**src/rtl/gdeio_cfg.svh**
```systemverilog
// constants and behaviour summary for the dual-edge pin logic
// Overview of operation
// - single-edge input is on bit 0; dual: rise sample bit 0, fall bit 1.
// - single-edge output uses bit 0; dual: bit 0 at rise, bit 1 at fall.
// - an unregistered input feeds a bypass to clock, control or ref nets.
// - the fabric drive enable controls the pad buffer and can be registered.
// - output data and drive-enable registers use the launch clock.
// - input capture registers use a separate capture clock.
// - dual-edge mode samples on both edges and moves a 2-bit word.
// - normal dual-edge passes each bit at its own edge, no realignment.
// - resync dual-edge realigns both bits to the rising edge only.
// - resync input holds the fall sample to pair with the next rise.
// - differential-capable pins used single-ended have no dual edge.
// - each registered path can trigger on the rising or falling edge.
// - a registered output can be inverted before it reaches the pad.
// - input and output paths are registered or unregistered apart.
`ifndef GDEIO_CFG_SVH
`define GDEIO_CFG_SVH

`define GDEIO_ADDR_W        12
`define GDEIO_CTRL_OFS      12'h000
`define GDEIO_STAT_OFS      12'h004
`define GDEIO_CTRL_W        10
`define GDEIO_CTRL_RST      10'h000
`define GDEIO_STAT_OVF_BIT  2
`define GDEIO_CNT_W         4
`define GDEIO_WORD_W        2
`define GDEIO_FIFO_DEPTH    8
`define GDEIO_CLK_PERIOD_NS 10

`endif

```
**src/rtl/gdeio_pkg.sv**
```systemverilog
// types shared by the dual-edge pin logic
`include "gdeio_cfg.svh"

package gdeio_pkg;

  typedef enum logic [1:0] {
    byp_global_clock_net,
    byp_global_control_net,
    byp_synth,
    byp_cam
  } gdeio_byp_t;

  typedef struct packed {
    gdeio_byp_t byp;
    logic       resync;
    logic       dual;
    logic       out_inv;
    logic       out_neg;
    logic       in_neg;
    logic       oe_reg;
    logic       out_reg;
    logic       in_reg;
  } gdeio_ctrl_t;

  typedef struct packed {
    logic [`GDEIO_CNT_W-1:0] count;
    logic                    oe_drv;
    logic                    ovf;
    logic                    dual;
    logic                    pad;
  } gdeio_stat_t;

endpackage : gdeio_pkg

```
**src/rtl/gdeio_fifo_if.sv**
```systemverilog
// valid/ready carrier between the capture logic and the fifo
`timescale 1ns/1ps

interface gdeio_fifo_if #(
  parameter int W  = 2,
  parameter int CW = 4
);
  logic          push_valid;
  logic          push_ready;
  logic [W-1:0]  push_data;
  logic          pop_valid;
  logic          pop_ready;
  logic [W-1:0]  pop_data;
  logic [CW-1:0] count;

  modport fifo (
    input  push_valid, push_data, pop_ready,
    output push_ready, pop_valid, pop_data, count
  );
  modport user (
    output push_valid, push_data, pop_ready,
    input  push_ready, pop_valid, pop_data, count
  );
endinterface : gdeio_fifo_if

```
**src/rtl/gdeio_fifo.sv**
```systemverilog
// small synchronous fifo for captured input words
`timescale 1ns/1ps
`include "gdeio_cfg.svh"

module gdeio_fifo #(
  parameter int WIDTH = `GDEIO_WORD_W,
  parameter int DEPTH = `GDEIO_FIFO_DEPTH
) (
  input  wire logic  i_clk,    // system clock
  input  wire logic  i_arst_n, // async reset, active low
  gdeio_fifo_if.fifo f         // push and pop sides
);
  localparam int AW = $clog2(DEPTH);

  logic [WIDTH-1:0] mem_q [DEPTH];
  logic [AW-1:0]    wr_q;
  logic [AW-1:0]    rd_q;
  logic [AW:0]      cnt_q;
  logic             push;
  logic             pop;

  assign f.push_ready = (cnt_q != (AW+1)'(DEPTH));
  assign f.pop_valid  = (cnt_q != '0);
  assign f.pop_data   = mem_q[rd_q];
  assign f.count      = cnt_q;
  assign push         = f.push_valid && f.push_ready;
  assign pop          = f.pop_valid && f.pop_ready;

  always_ff @(posedge i_clk) begin
    if (push) begin
      mem_q[wr_q] <= f.push_data;
    end
  end

  always_ff @(posedge i_clk or negedge i_arst_n) begin
    if (!i_arst_n) begin
      wr_q  <= '0;
      rd_q  <= '0;
      cnt_q <= '0;
    end else begin
      if (push) begin
        wr_q <= wr_q + 1'b1;
      end
      if (pop) begin
        rd_q <= rd_q + 1'b1;
      end
      if (push && !pop) begin
        cnt_q <= cnt_q + 1'b1;
      end else if (pop && !push) begin
        cnt_q <= cnt_q - 1'b1;
      end
    end
  end
endmodule : gdeio_fifo

```
**src/rtl/gdeio_top.sv**
```systemverilog
// per-pin dual-edge input, output and drive-enable logic with apb control
//
// Our own choices: the register offsets and the APB slave port.
`timescale 1ns/1ps
`include "gdeio_cfg.svh"

module gdeio_top #(
  parameter bit DIFF_CAPABLE = 1'b0,              // pin is a differential one
  parameter int FIFO_DEPTH   = `GDEIO_FIFO_DEPTH  // input word buffer depth
) (
  input  wire logic                     i_clk,            // 100 MHz clock
  input  wire logic                     i_arst_n,         // async reset
  input  wire logic                     i_psel,           // apb select
  input  wire logic                     i_penable,        // apb enable
  input  wire logic                     i_pwrite,         // apb direction
  input  wire logic [`GDEIO_ADDR_W-1:0] i_paddr,          // apb address
  input  wire logic [31:0]              i_pwdata,         // apb write data
  output logic      [31:0]              o_prdata,         // apb read data
  output logic                          o_pready,         // apb ready
  output logic                          o_pslverr,        // apb error
  input  wire logic                     i_capture_clock,  // capture clock
  input  wire logic                     i_launch_clock,   // launch clock
  input  wire logic                     i_pad_in,         // pad level in
  output logic                          o_pad_out,        // pad drive value
  output logic                          o_pad_oe_n,       // pad enable, low
  input  wire logic                     i_fabric_rise_out,// rise/bit0 out
  input  wire logic                     i_fabric_fall_out,// fall/bit1 out
  input  wire logic                     i_fabric_oe,      // drive enable
  output logic                          o_fabric_rise_in, // rise/bit0 in
  output logic                          o_fabric_fall_in, // fall/bit1 in
  output logic                          o_fabric_in_valid,// input word valid
  input  wire logic                     i_fabric_in_ready,// input word taken
  output logic                          o_bypass_input,   // bypass level
  output logic                          o_global_clock_net,      // to global_clock_net
  output logic                          o_global_control_net,    // to global_control_net
  output logic                          o_synth_ref_input,       // to synth
  output logic                          o_camera_link_ref_input  // to cam
);
  localparam int CW = $clog2(FIFO_DEPTH + 1);

  gdeio_pkg::gdeio_ctrl_t     ctrl_q;
  gdeio_pkg::gdeio_stat_t     stat;
  logic                       dual_on;
  logic                       cap_lvl_q;
  logic                       lch_lvl_q;
  logic                       cap_rise;
  logic                       cap_fall;
  logic                       lch_rise;
  logic                       lch_fall;
  logic                       cap_edge_sel;
  logic                       lch_edge_sel;
  logic                       rise_smp_q;
  logic                       fall_smp_q;
  logic                       push_v;
  logic [`GDEIO_WORD_W-1:0]   push_w;
  logic                       ovf_q;
  logic                       drv_rise_q;
  logic                       drv_fall_q;
  logic                       drv_ph_q;
  logic                       oe_q;
  logic                       pad_val;
  logic                       oe_val;
  logic                       pad_q;
  logic                       pad_oe_n_q;
  logic [31:0]                prdata_q;
  logic                       setup;
  logic                       access;
  logic                       sel_ctrl;
  logic                       sel_stat;
  logic                       wr_ctrl;
  logic                       wr_stat;

  gdeio_fifo_if #(.W(`GDEIO_WORD_W), .CW(CW)) fif ();

  gdeio_fifo #(
    .WIDTH (`GDEIO_WORD_W),
    .DEPTH (FIFO_DEPTH)
  ) u_fifo (
    .i_clk    (i_clk),
    .i_arst_n (i_arst_n),
    .f        (fif.fifo)
  );

  // ---- apb slave, zero wait states
  assign setup    = i_psel && !i_penable;
  assign access   = i_psel && i_penable;
  assign sel_ctrl = (i_paddr == `GDEIO_CTRL_OFS);
  assign sel_stat = (i_paddr == `GDEIO_STAT_OFS);
  assign wr_ctrl  = access && i_pwrite && sel_ctrl;
  assign wr_stat  = access && i_pwrite && sel_stat;
  assign o_pready  = 1'b1;
  assign o_pslverr = access && !(sel_ctrl || sel_stat);
  assign o_prdata  = prdata_q;

  always_ff @(posedge i_clk or negedge i_arst_n) begin
    if (!i_arst_n) begin
      ctrl_q <= gdeio_pkg::gdeio_ctrl_t'(`GDEIO_CTRL_RST);
    end else if (wr_ctrl) begin
      ctrl_q <= gdeio_pkg::gdeio_ctrl_t'(i_pwdata[`GDEIO_CTRL_W-1:0]);
    end
  end

  // read data latched in the setup cycle, valid in the access cycle
  always_ff @(posedge i_clk or negedge i_arst_n) begin
    if (!i_arst_n) begin
      prdata_q <= '0;
    end else if (setup && !i_pwrite) begin
      if (sel_ctrl) begin
        prdata_q <= 32'(ctrl_q);
      end else if (sel_stat) begin
        prdata_q <= 32'(stat);
      end else begin
        prdata_q <= '0;
      end
    end
  end

  always_comb begin
    stat        = '0;
    stat.pad    = i_pad_in;
    stat.dual   = dual_on;
    stat.ovf    = ovf_q;
    stat.oe_drv = !pad_oe_n_q;
    stat.count  = `GDEIO_CNT_W'(fif.count);
  end

  // lost capture words, write one to clear, a new loss wins
  always_ff @(posedge i_clk or negedge i_arst_n) begin
    if (!i_arst_n) begin
      ovf_q <= 1'b0;
    end else if (push_v && !fif.push_ready) begin
      ovf_q <= 1'b1;
    end else if (wr_stat && i_pwdata[`GDEIO_STAT_OVF_BIT]) begin
      ovf_q <= 1'b0;
    end
  end

  assign dual_on = ctrl_q.dual && !DIFF_CAPABLE;

  // ---- clock edge detection
  // capture clock edges
  always_ff @(posedge i_clk or negedge i_arst_n) begin
    if (!i_arst_n) begin
      cap_lvl_q <= 1'b0;
    end else begin
      cap_lvl_q <= i_capture_clock;
    end
  end

  always_ff @(posedge i_clk or negedge i_arst_n) begin
    if (!i_arst_n) begin
      lch_lvl_q <= 1'b0;
    end else begin
      lch_lvl_q <= i_launch_clock;
    end
  end

  assign cap_rise = i_capture_clock && !cap_lvl_q;
  assign cap_fall = !i_capture_clock && cap_lvl_q;
  assign lch_rise = i_launch_clock && !lch_lvl_q;
  assign lch_fall = !i_launch_clock && lch_lvl_q;
  assign cap_edge_sel = ctrl_q.in_neg ? cap_fall : cap_rise;
  assign lch_edge_sel = ctrl_q.out_neg ? lch_fall : lch_rise;

  // ---- input capture registers
  // sample both edges in dual mode, only the selected edge otherwise
  always_ff @(posedge i_clk or negedge i_arst_n) begin
    if (!i_arst_n) begin
      rise_smp_q <= 1'b0;
      fall_smp_q <= 1'b0;
    end else if (dual_on) begin
      if (cap_rise) begin
        rise_smp_q <= i_pad_in;
      end
      if (cap_fall) begin
        fall_smp_q <= i_pad_in;
      end
    end else if (cap_edge_sel) begin
      rise_smp_q <= i_pad_in;
    end
  end

  // word pushed toward the fabric, bit 1 falling, bit 0 rising
  always_comb begin
    push_v = 1'b0;
    push_w = {1'b0, i_pad_in};
    if (!ctrl_q.in_reg) begin
      push_v = 1'b0;
    end else if (!dual_on) begin
      push_v = cap_edge_sel;
    end else if (cap_rise) begin
      push_v = 1'b1;
      push_w = {fall_smp_q, i_pad_in};
    end else if (cap_fall && !ctrl_q.resync) begin
      push_v = 1'b1;
      push_w = {i_pad_in, rise_smp_q};
    end
  end

  assign fif.push_valid = push_v;
  assign fif.push_data  = push_w;
  assign fif.pop_ready  = ctrl_q.in_reg && i_fabric_in_ready;

  always_comb begin
    if (ctrl_q.in_reg) begin
      o_fabric_in_valid = fif.pop_valid;
      o_fabric_rise_in  = fif.pop_data[0];
      o_fabric_fall_in  = fif.pop_data[1];
    end else begin
      o_fabric_in_valid = 1'b1;
      o_fabric_rise_in  = i_pad_in;
      o_fabric_fall_in  = 1'b0;
    end
  end

  // ---- bypass routing
  // unregistered bypass
  always_comb begin
    o_bypass_input          = !ctrl_q.in_reg && i_pad_in;
    o_global_clock_net      = 1'b0;
    o_global_control_net    = 1'b0;
    o_synth_ref_input       = 1'b0;
    o_camera_link_ref_input = 1'b0;
    unique case (ctrl_q.byp)
      gdeio_pkg::byp_global_clock_net:  o_global_clock_net      = o_bypass_input;
      gdeio_pkg::byp_global_control_net: o_global_control_net    = o_bypass_input;
      gdeio_pkg::byp_synth: o_synth_ref_input       = o_bypass_input;
      gdeio_pkg::byp_cam:   o_camera_link_ref_input = o_bypass_input;
    endcase
  end

  // ---- output data registers
  // launch bits per edge
  always_ff @(posedge i_clk or negedge i_arst_n) begin
    if (!i_arst_n) begin
      drv_rise_q <= 1'b0;
      drv_fall_q <= 1'b0;
      drv_ph_q   <= 1'b0;
    end else if (dual_on) begin
      if (lch_rise) begin
        drv_rise_q <= i_fabric_rise_out;
        drv_ph_q   <= 1'b0;
        if (ctrl_q.resync) begin
          drv_fall_q <= i_fabric_fall_out;
        end
      end
      if (lch_fall) begin
        drv_ph_q <= 1'b1;
        if (!ctrl_q.resync) begin
          drv_fall_q <= i_fabric_fall_out;
        end
      end
    end else if (lch_edge_sel) begin
      drv_rise_q <= i_fabric_rise_out;
      drv_ph_q   <= 1'b0;
    end
  end

  always_ff @(posedge i_clk or negedge i_arst_n) begin
    if (!i_arst_n) begin
      oe_q <= 1'b0;
    end else if (dual_on ? lch_rise : lch_edge_sel) begin
      oe_q <= i_fabric_oe;
    end
  end

  always_comb begin
    if (ctrl_q.out_reg) begin
      pad_val = ((dual_on && drv_ph_q) ? drv_fall_q : drv_rise_q)
                ^ ctrl_q.out_inv;
    end else begin
      pad_val = i_fabric_rise_out;
    end
    oe_val = ctrl_q.oe_reg ? oe_q : i_fabric_oe;
  end

  always_ff @(posedge i_clk or negedge i_arst_n) begin
    if (!i_arst_n) begin
      pad_q      <= 1'b0;
      pad_oe_n_q <= 1'b1;
    end else begin
      pad_q      <= pad_val;
      pad_oe_n_q <= !oe_val;
    end
  end

  assign o_pad_out  = pad_q;
  assign o_pad_oe_n = pad_oe_n_q;
endmodule : gdeio_top

```
**config.mk**
```make
export PLATFORM = sky130hd
export DESIGN_NAME = gdeio_top
export DESIGN_NICKNAME = d
export VERILOG_FILES = /design/src/rtl/gdeio_pkg.sv /design/src/rtl/gdeio_fifo_if.sv /design/src/rtl/gdeio_fifo.sv /design/src/rtl/gdeio_top.sv
export VERILOG_INCLUDE_DIRS = /design/src /design/src/rtl
export SDC_FILE = /design/constraint.sdc
export NUM_CORES = 1
export LEC_CHECK = 0
export BUFFER_PORTS_ARGS = -buffer_cell sky130_fd_sc_hd__buf_2
export CORE_ASPECT_RATIO = 0.5
export CORE_MARGIN = 4
export CORE_UTILIZATION = 30
export CTS_CLUSTER_SIZE = 28
export DETAILED_ROUTE_END_ITERATION = 6
export PLACE_DENSITY_LB_ADDON = 0.05
export SYNTH_ARGS = -nofsm -noshare
export SYNTH_HDL_FRONTEND = slang
export SYNTH_SLANG_ARGS = --single-unit
```
**constraint.sdc**
```tcl
create_clock -name i_clk -period 4.8 [get_ports i_clk]
set_input_delay 0.24 -clock i_clk [delete_from_list [all_inputs] [get_ports i_clk]]
set_output_delay 0.24 -clock i_clk [all_outputs]
set_load 0.1 [all_outputs]
```
# ---- After elaboration in Yosys (flattened, before gate mapping)
# Memory sizes are Yosys's and may differ from the RTL's.
# Index checks and enable logic that the tools add are counted.
dict set report totals {
  wordCells 128
  mem_count 1
  regBits 63
  output_inout_bits 44
  mem_bits_rw 16
}
# memory words width read_ports rd_ports_with_merged_regs wr line_no
set memory_table {}
lappend memory_table {u_fifo.mem_q 8 2 1 0 1 gdeio_fifo.sv:15} ;# logic [WIDTH-1:0] mem_q [DEPTH];
dict set report op_classes {
  add_sub_neg 4
  reduce_logical 47
  mux 43
  eq_ne 8
  bitwise_logic 1
}
# operator count
set ops {}
lappend ops {{1-bit 2-to-1 mux} 35}
lappend ops {{32-bit 2-to-1 mux} 1}
lappend ops {{1-bit logical AND} 21}
lappend ops {{1-bit zero test} 14}
lappend ops {{12-bit by 3-bit equality test with 1-bit output (second input constant)} 1}
lappend ops {{12-bit zero test} 1}
lappend ops {{2-bit 2-to-1 mux} 4}
lappend ops {{4-bit 2-to-1 mux} 2}
lappend ops {{8-bit 2-to-1 mux} 1}
lappend ops {{2-bit AND reduction} 4}
lappend ops {{2-bit nonzero test} 4}
lappend ops {{3-bit by 1-bit adder with 3-bit output (second input constant)} 2}
lappend ops {{4-bit by 1-bit adder with 4-bit output (second input constant)} 1}
lappend ops {{2-bit equality test (second input constant)} 2}
lappend ops {{2-bit by 1-bit inequality test with 1-bit output (second input constant)} 2}
lappend ops {{4-bit inequality test (second input constant)} 1}
lappend ops {{4-bit nonzero test} 1}
lappend ops {{4-bit by 1-bit subtractor with 4-bit output (second input constant)} 1}
lappend ops {{3-bit by 1-bit inequality test with 1-bit output (second input constant)} 1}
lappend ops {{2-bit by 1-bit equality test with 1-bit output (second input constant)} 1}
lappend ops {{2-bit zero test} 1}
lappend ops {{1-bit logical OR} 1}
lappend ops {{1-bit bitwise XOR} 1}

# ---- Depth between registers and ports, before layout
dict set report logic_depth {
  ltp_word 12
  mapped_depth 11
}

# ---- Hierarchy
# From an unflattened synthesis, not the netlist that was laid out.
dict set report unflattened {
  hier_cells 251
  area_unflattened_um2 2977.9
}
# module cells_each area_each_um2 seq_area_each_um2 n_inst
set modules_own_cells {}
lappend modules_own_cells {gdeio_top 166 1719.1 777.0 1}
lappend modules_own_cells {gdeio_fifo 85 1258.7 730.7 1}

# ---- Least setup slack after synthesis
# Ideal clock, no wire load.
dict set report synth_path {
  path_type {register to output}
  from {register ctrl_q[0] (netlist bit)}
  to {output o_global_clock_net}
  t_required_ns 4.560
  n_path_buf 1
  arrival_time_ns 4.306
  slack_ns 0.254
  path_stages_with_launch 4
  path_cell_list {dfrtp_1 > clkbuf_1 > nor2b_1 > nor3b_1}
}
dict set report synth_between {
  elab_chain_len 3
}
# item line_no
set synth_rtl {}
lappend synth_rtl {{start: declaration} gdeio_top.sv:41} ;# gdeio_pkg::gdeio_ctrl_t ctrl_q;
lappend synth_rtl {{start signal: assignment} gdeio_top.sv:97} ;# ctrl_q <= gdeio_pkg::gdeio_ctrl_t'(`GDEIO_CTRL_RST);
lappend synth_rtl {{start signal: assignment} gdeio_top.sv:99} ;# ctrl_q <= gdeio_pkg::gdeio_ctrl_t'(i_pwdata[`GDEIO_CTRL_W-1:0]);
lappend synth_rtl {{1-bit zero test} gdeio_top.sv:219} ;# o_bypass_input = !ctrl_q.in_reg && i_pad_in;
lappend synth_rtl {{1-bit logical AND} gdeio_top.sv:219}
lappend synth_rtl {{via o_bypass_input} gdeio_top.sv:33} ;# output logic o_bypass_input,
lappend synth_rtl {{1-bit 2-to-1 mux} gdeio_top.sv:224} ;# unique case (ctrl_q.byp)
lappend synth_rtl {{end: declaration} gdeio_top.sv:34} ;# output logic o_global_clock_net,
# The timed path passes the listed nets, and every way through them passes these cells.

# ---- Final worst setup path
dict set report layout_path {
  from {register ctrl_q[7] (netlist bit)}
  to {register u_fifo.cnt_q[3] (netlist: u_fifo.f.count[3])}
}
dict set report layout_between {
  elab_chain_len 10
  elab_cells_between_ends 12
}
# item line_no
set layout_rtl {}
lappend layout_rtl {{1-bit zero test (*)} --}
lappend layout_rtl {{1-bit logical AND (*)} gdeio_top.sv:194} ;# end else if (cap_fall && !ctrl_q.resync) begin
lappend layout_rtl {{1-bit 2-to-1 mux (*)} gdeio_top.sv:194}
lappend layout_rtl {{1-bit 2-to-1 mux (*)} gdeio_top.sv:191} ;# end else if (cap_rise) begin
lappend layout_rtl {{1-bit 2-to-1 mux (*)} gdeio_top.sv:189} ;# end else if (!dual_on) begin
lappend layout_rtl {{1-bit 2-to-1 mux (*)} gdeio_top.sv:187} ;# if (!ctrl_q.in_reg) begin
lappend layout_rtl {{1-bit logical AND (*)} gdeio_fifo.sv:26} ;# assign push = f.push_valid && f.push_ready;
lappend layout_rtl {{1-bit zero test} gdeio_fifo.sv:49} ;# end else if (pop && !push) begin
lappend layout_rtl {{1-bit logical AND} gdeio_fifo.sv:49}
lappend layout_rtl {{2-bit nonzero test (no line)} --}
lappend layout_rtl {{end signal: assignment} gdeio_fifo.sv:48} ;# cnt_q <= cnt_q + 1'b1;
lappend layout_rtl {{end signal: assignment} gdeio_fifo.sv:50} ;# cnt_q <= cnt_q - 1'b1;
lappend layout_rtl {{end: declaration} gdeio_fifo.sv:18} ;# logic [AW:0] cnt_q;
# Mark *: on every way between the ends. The rest lies on a longest branch, timed or not.
# A chain may end at the register's enable or synchronous reset.

==> results.yml <==
yosys:
  synth_cell_types: 50
  ys_seq_area_frac: 0.5117
  synth_top_area_frac: 0.3397
  yosys-top-cells-area: "dfrtp_1 (34%), edfxtp_1 (16%), mux2_2 (7.3%), buf_4 (5.9%), mux2i_1 (5.1%)"
  netlist_instances: 250
  synth.avg_cell_area_um2: 11.79
  synth_edf_count: 16
  yosysWarnings: 0
  ys_seq_elements: 57
  ys.flop_type: "dfrtp_1"
  synthArstFlopShare: 0.7193
  netlist_area_um2: 2947
  synth_largest_area_cell: "dfrtp_1"
timing:
  tightest_slew_ns: 0.9617
  setup_slack_ns: 1.434
  setup_tns_ns: 0
  slew_headroom: 0.3588
  slew_violations: 0
  fin_skew_ns: 0.006710
  finalCritPeriodShare: 0.7013
  hold_viol_final: 0
  fmax_mhz: 297.1
  rsz0062_at_grt: "no"
  period_minus_slack_ns: 3.366
  setup_viol: 0
finish:
  area_growth_pct: 19.45
  nNetsFinal: 368
  drive_above_1_share: 0.3023
  diodes: 0
critical_path:
  critPathCaptureType: "register"
  cp.required_ns: 4.99
  crit_buf_inv: 1
  path_delay_family: "compound AO/OA/AOI/OAI gates"
  slowest_stage: "a21oi_1"
  crit_top_cell: "ha_1"
  start_kind: "register"
  max_stage_delay_ns: 0.66
  path_cells: "nor3b_1 > o21ai_0 > a21oi_1 > ha_1 > inv_1 > ha_1 > a21o_1 > a2111oi_0 > o31ai_1"
  critical_path_class: "register to register"
  critical_path.max_fanout: 11
  arrival_ns: 3.56
clock_network:
  cts.clk_slew.worst_paths_ns: 0.05
  cts_setup_buffers: 0
  cts_sinks: 57
  cts_tree: "built"
  cts-root-buf: "clkbuf_16"
  clk_path_buf_depth: 2
  postCtsHoldBufs: 0
  clk_latency_ns: 0.32
  cts_buffers: 9
  cts.repair.resized: 0
  h-tree-depth: 3
detailed_routing:
  initialDrtViolationCount: 54
  avgRoutedWirePerCell_um: 14.52
  drc: 0
  vias_per_cell: 4.540
  vias: 2025
  drt_pass1_iterations: 4
  antenna_left: 0
  wirelength_um: 6478
power:
  leakage_uw: 0.001623
  p_per_area_nw_per_um2: 347.5
  ir_drop_mv: 0.1563
global_route:
  grt_pass1_wl_um: 10520
  globalRouteOverflowTotal: 0
  track_usage: 0.1200
  antenna_found_initial: 0
  grt_start_max_net_pins: 42
  first_global_vias: 1920
placement:
  io_buffers: 54
  dp_hpwl_um: 4725
  dp_slack_ns: 1.455
  gpl.final_weighted_congestion: 0.7167
die:
  initial_utilization: 0.3099
  die_height_um: 78.08
  design.portCount: 100
  rows: 25
  die_area_um2: 11570
  core_area_um2: 9509
  fp.dieW_um: 148.2
job:
  cap_violations: 0
run_status:
  status: "complete, no violations"
hold_path:
  hold_class: "input pin to async pin"
Yosys cell counts (2+ instances only):
master    instances
dfrtp_1          40
buf_4            23
nand2_1          21
mux2_2           19
edfxtp_1         16
mux2i_1          15
o21ai_0          15
nor2_1            8
inv_1             6
a21oi_1           5
clkbuf_1          5
ha_1              5
nor2b_1           5
and3_1            4
nand3_1           4
nor3_1            4
xnor2_1           4
and4b_1           3
mux4_2            3
nand2b_1          3
nor3b_1           3
o21a_1            3
xor2_1            3
a22o_1            2
and3b_1           2
conb_1            2
nand3b_1          2
nor4_1            2
o31ai_1           2
metal layers:
metal,routed length (um),track usage,vias to the layer above
li1,-,-,982
met1,3219,0.1687,975
met2,2815,0.1687,60
met3,372,0.04902,8
met4,71,0.03594,0
met5,0,0,-
cell usage in the layout (no fill, tap or decap), types with 2 or more instances in the layout:
cell       Yosys  layout
xor2_1         3       3
a22o_1         2       2
clkinv_2       0       3
mux2_2        19      19
and3_1         4       4
edfxtp_1      16      16
o31ai_1        2       2
nand2b_1       3       3
conb_1         2      23
and3b_1        2       2
o21a_1         3       3
nor4_1         2       2
clkbuf_1       5       2
xnor2_1        4       4
nand3_1        4       4
clkinv_1       0       2
nand2_1       21      21
nor2_1         8       8
a21oi_1        5       5
o21ai_0       15      15
nor3_1         4       4
nor2b_1        5       5
ha_1           5       5
and4b_1        3       3
mux4_2         3       3
clkbuf_16      0       9
inv_1          6       6
nor3b_1        3       3
dfrtp_1       40      40
nand3b_1       2       2
buf_2          1      54
mux2i_1       15      15
final timing paths:
| path | from | to | slack [ns] | depth (start not counted) |
|---|---|---|---|---|
| setup / recovery | ctrl_q[7] | u_fifo.f.count[3] | 1.43 | 9 |
| hold / removal | i_arst_n | u_fifo.rd_q[0] | 0.05 | 1 |
| setup reg to reg | ctrl_q[7] | u_fifo.f.count[3] | 1.43 | 9 |
| hold reg to reg | ctrl_q[2] | o_pad_oe_n | 0.48 | 1 |
| max in group asynchronous | i_arst_n | u_fifo.f.count[1] | 4.12 | 1 |
| min in group i_clk | i_launch_clock | lch_lvl_q | 0.07 | 1 |
flip-flops by register name, indices dropped and copies added, names as in the netlist:
name / flops
dual_on: 1
oe_q: 1
o_pad_oe_n: 1
cap_lvl_q: 1
u_fifo.f.count: 4
drv_fall_q: 1
drv_ph_q: 1
lch_lvl_q: 1
o_prdata: 10
u_fifo.rd_q: 3
o_pad_out: 1
ctrl_q: 9
fall_smp_q: 1
ovf_q: 1
rise_smp_q: 1
u_fifo.wr_q: 3
drv_rise_q: 1
u_fifo.mem_q: 16
report_power, final:
group	total [uW]	internal [uW]	switching, uW	leakage, uW
clock	547	342	205	0.000128
sequential	518	508	9.42	0.000708
combinational	159	29.5	129	0.000787
cell families (layout without fill, tap and decap cells):
family / Yosys count / count (layout) / share of synthesized area
and+or+nand+nor: 71 / 71 / 0.1423
DFF: 57 / 57 / 0.5117
muxes: 37 / 37 / 0.1465
buffers and inverters: 36 / 76 / 0.07558
AOI/OAI and AO/OA: 34 / 34 / 0.07261
xor gates and xnor gates: 7 / 7 / 0.02081
adders and majority gates: 6 / 6 / 0.02803
other: 2 / 23 / 0.002549
per-stage QoR:
stage          cells  cell area (um^2)  power, uW  hold WS (ns)  utilization
6_report         446              3520       1223       0.05315       0.3701
5_1_grt          446              3520       1279       0.05538       0.3701
4_1_cts          446              3520       1246       0.04504       0.3701
3_5_place_dp     430              3264      685.8        0.3923       0.3433
3_3_place_gp     430              3264      684.6        0.3891       0.3433
2_1_floorplan    271              3025      666.0      -0.05559            -
layout make-up:
type / instances / area [um^2]
Inverter: 6 / 22.52
Clock inverter: 5 / 22.52
Timing Repair Buffer: 54 / 270.3
Multi-Input combinational cell: 178 / 1295
Sequential cell: 57 / 1508
Fill cell: 952 / 5989
Tap cell: 135 / 168.9
Clock buffer: 11 / 232.7
Note: power is estimated with default switching activity, not from simulation.
